### src/verilog/pllr_defines.svh
`ifndef PLLR_DEFINES_SVH
`define PLLR_DEFINES_SVH

// Scan chain layout, first bit shifted lands at index 0
`define PLLR_CHAIN_LEN   144
`define PLLR_CNT_BITS    18
`define PLLR_POST_NUM    5
`define PLLR_POST_BASE(i) ((4 - (i)) * 18)
`define PLLR_FB_BASE     90
`define PLLR_PRE_BASE    108
`define PLLR_CP_POS      126
`define PLLR_LF_POS      135
`define PLLR_LOOP_W      9

// Timing
`define PLLR_CLK_NS      5
`define PLLR_RST_NS      10
`define PLLR_RST_CYC     ((`PLLR_RST_NS + `PLLR_CLK_NS - 1) / `PLLR_CLK_NS)
`define PLLR_UPDATE_CYC  16
`define PLLR_SCAN_HALF   4

// Controller register map, byte addresses
`define PLLR_REG_CTRL    6'h00
`define PLLR_REG_STATUS  6'h04
`define PLLR_REG_IRQ_ST  6'h08
`define PLLR_REG_IRQ_MSK 6'h0c
`define PLLR_REG_SET0    6'h10
`define PLLR_SET_WORDS   5
`define PLLR_CTRL_START  0
`define PLLR_CTRL_RSTAFT 1

`endif

### src/verilog/pllr_pkg.sv
`default_nettype none

package pllr_pkg;

   typedef struct packed {
      logic       odd;
      logic       bypass;
      logic [7:0] high;
      logic [7:0] low;
   } pllr_counter_s;

   typedef enum logic [3:0] {
      PLLR_IDLE    = 4'b0000,
      PLLR_CLEAR   = 4'b0001,
      PLLR_ARM     = 4'b0010,
      PLLR_SHIFT   = 4'b0011,
      PLLR_COMMIT  = 4'b0100,
      PLLR_WAIT_HI = 4'b0101,
      PLLR_WAIT_LO = 4'b0110,
      PLLR_RESET   = 4'b0111
   } pllr_ctl_state_e;

endpackage

`default_nettype wire

### src/verilog/pllr_if.sv
`timescale 1ns/1ps
`default_nettype none

interface pllr_if;
   logic scan_clk;
   logic scan_en;
   logic scan_data;
   logic commit;
   logic pll_rst;
   logic done;

   modport dev
   (
      input  scan_clk,
      input  scan_en,
      input  scan_data,
      input  commit,
      input  pll_rst,
      output done
   );

   modport ctl
   (
      output scan_clk,
      output scan_en,
      output scan_data,
      output commit,
      output pll_rst,
      input  done
   );
endinterface

`default_nettype wire

### src/verilog/pllr_ctl.sv
`timescale 1ns/1ps
`default_nettype none
`include "pllr_defines.svh"

module pllr_ctl
   import pllr_pkg::*;
(
   input  wire logic        CLK_SYS_IN,
   input  wire logic        SYS_RST_IN,
   input  wire logic [5:0]  AVS_ADDRESS_IN,
   input  wire logic        AVS_READ_IN,
   input  wire logic        AVS_WRITE_IN,
   input  wire logic [31:0] AVS_WRITEDATA_IN,
   output logic      [31:0] AVS_READDATA_OUT,
   output logic             AVS_WAITREQUEST_OUT,
   output logic             IRQ_OUT,
   pllr_if.ctl              link
);
   localparam int HALF = `PLLR_SCAN_HALF;
   localparam int RSTC = `PLLR_RST_CYC;
   localparam int LEN  = `PLLR_CHAIN_LEN;

   logic [31:0]     set_q [`PLLR_SET_WORDS];
   logic [LEN-1:0]  chain;
   logic            ack_q, rst_aft_q, irq_st_q, irq_msk_q, go;
   logic            wr, rd, done_evt;
   logic [1:0]      done_q;
   logic [5:0]      set_off;
   logic [3:0]      div_q;
   logic            sclk_q, fall, en_q, dat_q, cmt_q, prst_q;
   logic [7:0]      bit_q, cnt_q;
   pllr_ctl_state_e st_q;

   assign chain = {set_q[4][15:0], set_q[3], set_q[2], set_q[1], set_q[0]};
   assign AVS_WAITREQUEST_OUT = (AVS_READ_IN | AVS_WRITE_IN) & ~ack_q;
   assign wr = AVS_WRITE_IN & ack_q;
   assign rd = AVS_READ_IN & ~ack_q;
   assign go = wr && AVS_ADDRESS_IN == `PLLR_REG_CTRL
               && AVS_WRITEDATA_IN[`PLLR_CTRL_START] && st_q == PLLR_IDLE;
   assign IRQ_OUT = irq_st_q & irq_msk_q;
   // Byte offset into the settings window, counted from its base
   assign set_off = AVS_ADDRESS_IN - `PLLR_REG_SET0;

   // One wait state per access
   always_ff @(posedge CLK_SYS_IN or posedge SYS_RST_IN)
      if (SYS_RST_IN)
         ack_q <= 1'b0;
      else
         ack_q <= (AVS_READ_IN | AVS_WRITE_IN) & ~ack_q;

   always_ff @(posedge CLK_SYS_IN or posedge SYS_RST_IN)
      if (SYS_RST_IN)
         AVS_READDATA_OUT <= 32'h0;
      else if (rd)
      begin
         if (AVS_ADDRESS_IN == `PLLR_REG_CTRL)
            AVS_READDATA_OUT <= {30'h0, rst_aft_q, 1'b0};
         else if (AVS_ADDRESS_IN == `PLLR_REG_STATUS)
            AVS_READDATA_OUT <= {30'h0, done_q[1], st_q != PLLR_IDLE};
         else if (AVS_ADDRESS_IN == `PLLR_REG_IRQ_ST)
            AVS_READDATA_OUT <= {31'h0, irq_st_q};
         else if (AVS_ADDRESS_IN == `PLLR_REG_IRQ_MSK)
            AVS_READDATA_OUT <= {31'h0, irq_msk_q};
         else if (AVS_ADDRESS_IN >= `PLLR_REG_SET0
                  && AVS_ADDRESS_IN <= `PLLR_REG_SET0 + 6'h10)
            AVS_READDATA_OUT <= set_q[set_off[4:2]];
         else
            AVS_READDATA_OUT <= 32'h0;
      end

   always_ff @(posedge CLK_SYS_IN or posedge SYS_RST_IN)
      if (SYS_RST_IN)
      begin
         rst_aft_q <= 1'b0;
         irq_msk_q <= 1'b0;
         for (int i = 0; i < `PLLR_SET_WORDS; i++)
            set_q[i] <= 32'h0;
      end
      else if (wr)
      begin
         if (AVS_ADDRESS_IN == `PLLR_REG_CTRL)
            rst_aft_q <= AVS_WRITEDATA_IN[`PLLR_CTRL_RSTAFT];
         else if (AVS_ADDRESS_IN == `PLLR_REG_IRQ_MSK)
            irq_msk_q <= AVS_WRITEDATA_IN[0];
         else if (AVS_ADDRESS_IN >= `PLLR_REG_SET0
                  && AVS_ADDRESS_IN <= `PLLR_REG_SET0 + 6'h10
                  && AVS_ADDRESS_IN[1:0] == 2'b00
                  && st_q == PLLR_IDLE)
            set_q[set_off[4:2]] <= AVS_WRITEDATA_IN;
      end

   // Completion flag, set wins over write-one-to-clear
   always_ff @(posedge CLK_SYS_IN or posedge SYS_RST_IN)
      if (SYS_RST_IN)
         irq_st_q <= 1'b0;
      else if (done_evt)
         irq_st_q <= 1'b1;
      else if (wr && AVS_ADDRESS_IN == `PLLR_REG_IRQ_ST
               && AVS_WRITEDATA_IN[0])
         irq_st_q <= 1'b0;

   always_ff @(posedge CLK_SYS_IN or posedge SYS_RST_IN)
      if (SYS_RST_IN)
         done_q <= 2'b00;
      else
         done_q <= {done_q[0], link.done};

   // Shift clock divider
   always_ff @(posedge CLK_SYS_IN or posedge SYS_RST_IN)
      if (SYS_RST_IN)
      begin
         div_q  <= 4'h0;
         sclk_q <= 1'b0;
      end
      else if (div_q == 4'(HALF - 1))
      begin
         div_q  <= 4'h0;
         sclk_q <= ~sclk_q;
      end
      else
         div_q <= div_q + 4'h1;

   assign fall = div_q == 4'(HALF - 1) && sclk_q;
   assign done_evt = (st_q == PLLR_WAIT_LO && !done_q[1] && !rst_aft_q)
                     || (st_q == PLLR_RESET && cnt_q == 8'(RSTC - 1));

   // commit for one shift clock cycle
   always_ff @(posedge CLK_SYS_IN or posedge SYS_RST_IN)
      if (SYS_RST_IN)
         cmt_q <= 1'b0;
      else if (fall)
         cmt_q <= st_q == PLLR_COMMIT;

   always_ff @(posedge CLK_SYS_IN or posedge SYS_RST_IN)
      if (SYS_RST_IN)
      begin
         st_q   <= PLLR_IDLE;
         en_q   <= 1'b0;
         dat_q  <= 1'b0;
         prst_q <= 1'b0;
         bit_q  <= 8'h0;
         cnt_q  <= 8'h0;
      end
      else
         case (st_q)
            PLLR_IDLE:
               if (go)
               begin
                  cnt_q <= 8'h0;
                  if (done_q[1])
                  begin
                     prst_q <= 1'b1;
                     st_q   <= PLLR_CLEAR;
                  end
                  else
                     st_q <= PLLR_ARM;
               end
            PLLR_CLEAR:
               if (prst_q)
               begin
                  cnt_q <= cnt_q + 8'h1;
                  if (cnt_q == 8'(RSTC - 1))
                     prst_q <= 1'b0;
               end
               else if (!done_q[1])
                  st_q <= PLLR_ARM;
            // enable one cycle ahead of data
            PLLR_ARM:
               if (fall)
               begin
                  en_q  <= 1'b1;
                  bit_q <= 8'h0;
                  st_q  <= PLLR_SHIFT;
               end
            PLLR_SHIFT:
               if (fall)
               begin
                  if (bit_q == 8'(LEN))
                  begin
                     en_q <= 1'b0;
                     st_q <= PLLR_COMMIT;
                  end
                  else
                  begin
                     dat_q <= chain[bit_q];
                     bit_q <= bit_q + 8'h1;
                  end
               end
            PLLR_COMMIT:
               if (fall)
                  st_q <= PLLR_WAIT_HI;
            PLLR_WAIT_HI:
               if (done_q[1])
                  st_q <= PLLR_WAIT_LO;
            PLLR_WAIT_LO:
               if (!done_q[1])
               begin
                  cnt_q <= 8'h0;
                  if (rst_aft_q)
                  begin
                     prst_q <= 1'b1;
                     st_q   <= PLLR_RESET;
                  end
                  // idle again, ready for the next load
                  else
                     st_q <= PLLR_IDLE;
               end
            PLLR_RESET:
            begin
               cnt_q <= cnt_q + 8'h1;
               if (cnt_q == 8'(RSTC - 1))
               begin
                  prst_q <= 1'b0;
                  st_q   <= PLLR_IDLE;
               end
            end
            default:
               st_q <= PLLR_IDLE;
         endcase

   assign link.scan_clk  = sclk_q;
   assign link.scan_en   = en_q;
   assign link.scan_data = dat_q;
   assign link.commit    = cmt_q;
   assign link.pll_rst   = prst_q;
endmodule

`default_nettype wire

### src/flat_wrapper.sv
// flat-port wrapper written by rule: the top's interface ports become plain ports
module pllr_ctl_flat import pllr_pkg::*;
  (CLK_SYS_IN, SYS_RST_IN, AVS_ADDRESS_IN, AVS_READ_IN, AVS_WRITE_IN, AVS_WRITEDATA_IN, AVS_READDATA_OUT, AVS_WAITREQUEST_OUT, IRQ_OUT, link_scan_clk, link_scan_en, link_scan_data, link_commit, link_pll_rst, link_done);
  pllr_if link_i ();
  input  wire logic CLK_SYS_IN;
  input  wire logic SYS_RST_IN;
  input  wire logic [5:0] AVS_ADDRESS_IN;
  input  wire logic AVS_READ_IN;
  input  wire logic AVS_WRITE_IN;
  input  wire logic [31:0] AVS_WRITEDATA_IN;
  output logic      [31:0] AVS_READDATA_OUT;
  output logic AVS_WAITREQUEST_OUT;
  output logic IRQ_OUT;
  output wire logic [$bits(link_i.scan_clk)-1:0] link_scan_clk;
  output wire logic [$bits(link_i.scan_en)-1:0] link_scan_en;
  output wire logic [$bits(link_i.scan_data)-1:0] link_scan_data;
  output wire logic [$bits(link_i.commit)-1:0] link_commit;
  output wire logic [$bits(link_i.pll_rst)-1:0] link_pll_rst;
  input wire logic [$bits(link_i.done)-1:0] link_done;
  assign link_scan_clk = link_i.scan_clk;
  assign link_scan_en = link_i.scan_en;
  assign link_scan_data = link_i.scan_data;
  assign link_commit = link_i.commit;
  assign link_pll_rst = link_i.pll_rst;
  assign link_i.done = link_done;
  pllr_ctl u_core (.CLK_SYS_IN(CLK_SYS_IN), .SYS_RST_IN(SYS_RST_IN), .AVS_ADDRESS_IN(AVS_ADDRESS_IN), .AVS_READ_IN(AVS_READ_IN), .AVS_WRITE_IN(AVS_WRITE_IN), .AVS_WRITEDATA_IN(AVS_WRITEDATA_IN), .AVS_READDATA_OUT(AVS_READDATA_OUT), .AVS_WAITREQUEST_OUT(AVS_WAITREQUEST_OUT), .IRQ_OUT(IRQ_OUT), .link(link_i));
endmodule
### config.mk
export PLATFORM = sky130hd
export DESIGN_NAME = pllr_ctl_flat
export DESIGN_NICKNAME = d
export VERILOG_FILES = /design/src/verilog/pllr_pkg.sv /design/src/verilog/pllr_if.sv /design/src/verilog/pllr_ctl.sv /design/src/flat_wrapper.sv
export VERILOG_INCLUDE_DIRS = /design/src /design/src/verilog
export SDC_FILE = /design/constraint.sdc
export NUM_CORES = 1
export LEC_CHECK = 0
export BUFFER_PORTS_ARGS = -buffer_cell sky130_fd_sc_hd__buf_2
export CAP_MARGIN = 20
export CORE_MARGIN = 4
export CORE_UTILIZATION = 50
export CTS_CLUSTER_SIZE = 40
export DETAILED_ROUTE_END_ITERATION = 10
export PLACE_DENSITY = 0.72
export SETUP_SLACK_MARGIN = 0.2
export SLEW_MARGIN = 20
export SYNTH_ARGS = -nofsm -noshare
export SYNTH_HDL_FRONTEND = slang
export SYNTH_SLANG_ARGS = --single-unit
### constraint.sdc
create_clock -name CLK_SYS_IN -period 10.06 [get_ports CLK_SYS_IN]
set_clock_uncertainty 0.1 [all_clocks]
set_input_delay 1.509 -clock CLK_SYS_IN [delete_from_list [all_inputs] [get_ports CLK_SYS_IN]]
set_output_delay 1.509 -clock CLK_SYS_IN [all_outputs]
set_load 0.01 [all_outputs]
==> flow_results.org <==
** Status
- Status :: complete, no violations

** Critical path
- The slowest stage of the critical path is the buf_4 cell.
- Data arrives at the worst endpoint at 3.96 ns.
- The number of cells on the worst reg-to-reg path is 6.
- Data required time at the worst endpoint :: between 10 and 15 ns
- Category of the worst setup path launch point :: primary input
- Slack of the worst reg-to-reg path :: roughly 7 ns
- CP max stage delay :: ~0.57 ns
- Family with the most delay on the worst path :: simple AND/OR/NAND/NOR gates
- Buffers and inverters on the worst path :: 2
- In this run the worst path has a maximum fanout of a little over 40.
- In this run the critical register-to-register path is launched from u_core.bit_q[1]$_DFFE_PP0P_.
- Traced cell by cell, the critical path runs through buf_2 -> buf_4 -> nor2_1 -> a41o_1 -> a21oi_2 -> nand2b_1 -> nor2_1 -> mux2_2 -> a22o_1.
- Endpoint type of the worst setup path :: flop
- In this run the critical register-to-register path is captured at u_core.link.scan_data$_DFFE_PP0P_.
- The most critical setup path has its startpoint at AVS_ADDRESS_IN[2].
- The critical path in this run is classified as primary input to flop.
- The most numerous cell type found on the critical path is nor2_1.

** Cells and area
- Share of the core filled with cells in the final layout :: slightly below 60%
- Cell Count, Final, Fillers Out :: roughly 1.2k
- Area Overhead vs Synth :: 12.4%
- The number of antenna diodes in the final layout is 0.
- Area of all placed cells without fillers :: about 13000 um2
- Total number of nets in the final design :: just under 1k
- Leading cell type in the layout, fill and taps excluded :: dfrtp_1
- The library cells used most frequently in the layout, excluding fill and tap cells, are dfrtp_1 (225), mux2_1 (109), buf_2 (81), nand2_1 (61), mux2_2 (56).
- Fraction of final layout cells with drive strength greater than 1 :: between 20% and 30%

** Clock tree
- CTS root buf :: clkbuf_16
- CTS tree :: done
- In this run, CTS created clock tree buffers numbering 24.
- After clock tree synthesis, the setup repair step added 0 buffers.
- CTS saw about 230 sinks.
- Hold repair after CTS inserted 0 buffers.
- Clock slew at the register clock pins of the worst setup and hold paths :: 0.06 ns
- The clock reaches the later pin of the worst-skew pair after slightly above 0.5 ns.
- In this run the number of H-tree levels came out at 1.
- The clock passes through at most 3 buffers.
- The number of gates resized after CTS was 0.

** Drt
- The pre-antenna-repair detailed-routing pass consisted of 6 iterations.
- The final layout contains routed wiring with a total length of between 20000 and 30000 um.
- Routed via count divided by cell count :: 6.20
- After detailed routing, the number of remaining DRC violations is 0.
- The count of nets left with antenna violations once routing finished came out at 0.
- For this block, the via count after detailed routing is 7621.
- Dividing the detail-routed wire length by the instance count gives roughly 22 um.
- Iter 0 DRT Violations :: roughly 620

** Place
- DP Wirelength :: around 18000 um
- The count of buffers added on input and output ports is 81.
- Counting tap cells, the placed design contains a total of ~1.2k instances.
- Routability-driven placement finished with a final weighted congestion of roughly 0.86.
- Once placement finished, the instance area stood at roughly 12000 um2.

** Flow run
- The tool flagged a number of max-cap violations equal to 0.

** Floorplan
- For this configuration, the core starts out at a cell density of around half.
- Floorplan Core Area :: 22000 um2
- The floorplan step set the die width to between 150 and 200 um.
- Measured along the y axis, the die boundary spans around 160 um.
- Num ports :: between 80 and 90
- The die covers 25100 um2.
- After floorplanning, the core was divided into 54 placement rows.

** Logic synthesis
- In this run, synthesis produced a sequential element count of approximately 230.
- In this run, synthesis inferred 0 flip-flops with an integrated enable.
- Summing the areas of all xor and xnor instances in the mapped netlist gives 0.309% of the synthesized area.
- Number of warnings issued by yosys :: 0
- After synthesis the cells add up to between 10000 and 15000 um2.
- Share of the synthesized area in compound gates (AO/OA/AOI/OAI) :: under 10%
- Fraction of post-synthesis cell area in the top cell type by area :: between 40% and 50%
- Mean cell area of the mapped netlist :: 13.0 um2
- Fraction of the yosys area taken by sequential cells :: roughly 50%
- Async SR Flop Fraction :: 100%
- The synthesized netlist devotes less than 1% of its cell area to adder and majority cells.
- The cell count after synthesis came out at between 800 and 900.
- Number of distinct library cells after synthesis :: 56
- After Yosys synthesis, and, or, nand and nor cells account for under 10% of the synthesized area.
- Counting every net in the synthesized netlist gives slightly above 900.
- Cells taking the most area after synthesis :: dfrtp_1 (50%), mux2_1 (11%), mux4_2 (9.3%)
- Multiplexer area fraction after synthesis :: 30.4%
- Of all cell types, the one taking the most synthesized area is dfrtp_1.
- Main combinational cell family by area after synthesis :: multiplexers
- In the synthesized netlist the dominant register cell turns out to be dfrtp_1.

** Hold path
- Path class of the lowest-slack min-delay path :: flop to flop
- Beginning of the worst hold path :: u_core.done_q[0]$_DFF_PP0_
- The worst hold path was traced through 0 stages.
- The worst hold path terminates at u_core.done_q[1]$_DFF_PP0_.

** Timing
- Number of failing setup endpoints in the final timing report :: 0
- Static timing analysis puts the maximum clock frequency at roughly 270 MHz.
- RSZ-0062 raised after global routing :: no
- Transition time at the pin with the least slew margin :: ~1 ns
- Fraction of the cycle the final worst path needs :: 36.5%
- The number of endpoints with negative hold slack in the final report was 0.
- Max-slew violations :: 0
- Final worst path period need :: 3.67 ns
- Relative max-transition margin :: 35.1%
- After routing, the total negative slack on setup checks comes to 0 ns.

** GRT
- The initial antenna violation count came to 0.
- Overflow after GRT :: 0
- Vias in the first global route :: just under 8k
- Maximum number of pins on one net before global-route repair :: 86
- Overall global routing resource usage :: a little under a quarter
- First-pass GRT wire length :: roughly 45000 um

** Power and ir drop
- Summed over all cells, the static leakage comes to between 6 and 7 nW.
- Power per standard cell area :: 196 nW/um2
- Worst-case vdd ir drop :: ~0.11 mV
[worst max path at each step]
stage | endpoint | depth (start not counted)
detailed placement | u_core.cnt_q[3]$_DFFE_PP0P_ | 9
global route | u_core.cnt_q[3]$_DFFE_PP0P_ | 9
floorplan | u_core.AVS_READDATA_OUT[0]$_DFFE_PP0P_ | 1
finish | u_core.cnt_q[3]$_DFFE_PP0P_ | 9
global placement | u_core.cnt_q[3]$_DFFE_PP0P_ | 9
CTS | u_core.cnt_q[3]$_DFFE_PP0P_ | 9
[flip-flops by register name, indices dropped and copies added (netlist names)]
name / count
u_core.cnt_q: 8
u_core.chain: 144
u_core.set_q: 16
u_core.st_q: 3
u_core.rst_aft_q: 1
u_core.link.scan_data: 1
u_core.irq_st_q: 1
u_core.div_q: 4
u_core.ack_q: 1
u_core.irq_msk_q: 1
u_core.link.pll_rst: 1
u_core.link.scan_clk: 1
u_core.bit_q: 8
u_core.link.commit: 1
u_core.link.scan_en: 1
u_core.AVS_READDATA_OUT: 32
u_core.done_q: 2
[Yosys cell counts, types with 6 or more instances]
cell	number
a21o_1	6
a21oi_1	7
a22o_1	13
a22oi_1	49
buf_2	29
clkbuf_1	27
dfrtp_1	226
inv_1	8
mux2_1	109
mux2_2	56
mux2i_1	52
mux4_2	47
nand2_1	61
nand2b_1	9
nand3_1	17
nor2_1	19
nor2b_1	11
nor3_1	7
o21ai_0	48
[kinds of logic after synthesis]
kind of cell	Yosys count
DFF	226
xor gates and xnor gates	4
muxes	264
and+or+nand+nor	153
AOI/OAI and AO/OA	150
buffers and inverters	72
adders and majority gates	5
[layer usage]
layer | track usage, % | vias to the layer above | wire (um)
met5 | 0 | - | 0
met4 | 5.12 | 0 | 463
met3 | 3.53 | 34 | 1480
met2 | 36.4 | 224 | 13300
met1 | 32.9 | 3967 | 12400
li1 | - | 3396 | -
[area by class of cell]
cell class,instances,area (um2)
Sequential cell,226,5660
Fill cell,1796,9300
Clock inverter,5,50.0
Tap cell,280,350
Clock buffer,38,744
Inverter,8,37.5
Timing Repair Buffer,96,522
Multi-Input combinational cell,576,5360
[per-stage QoR]
stage	setup slack (ns)	hold slack, ns	power (mW)
CTS	6.41	0.251	2.51
global route	6.16	0.255	2.61
finish	6.39	0.251	2.49
global placement	5.97	0.233	1.61
floorplan	2.26	0.231	1.49
detailed placement	5.86	0.237	1.63
[power by group]
part	internal, mW	switching [mW]	leakage (nW)	total [mW]
Clock	0.531	0.350	0.395	0.880
Sequential	0.978	0.103	3.10	1.08
Combinational	0.244	0.289	2.52	0.533
Total	1.75	0.742	6.02	2.49
No activity file was read; power rests on OpenSTA's default activity.
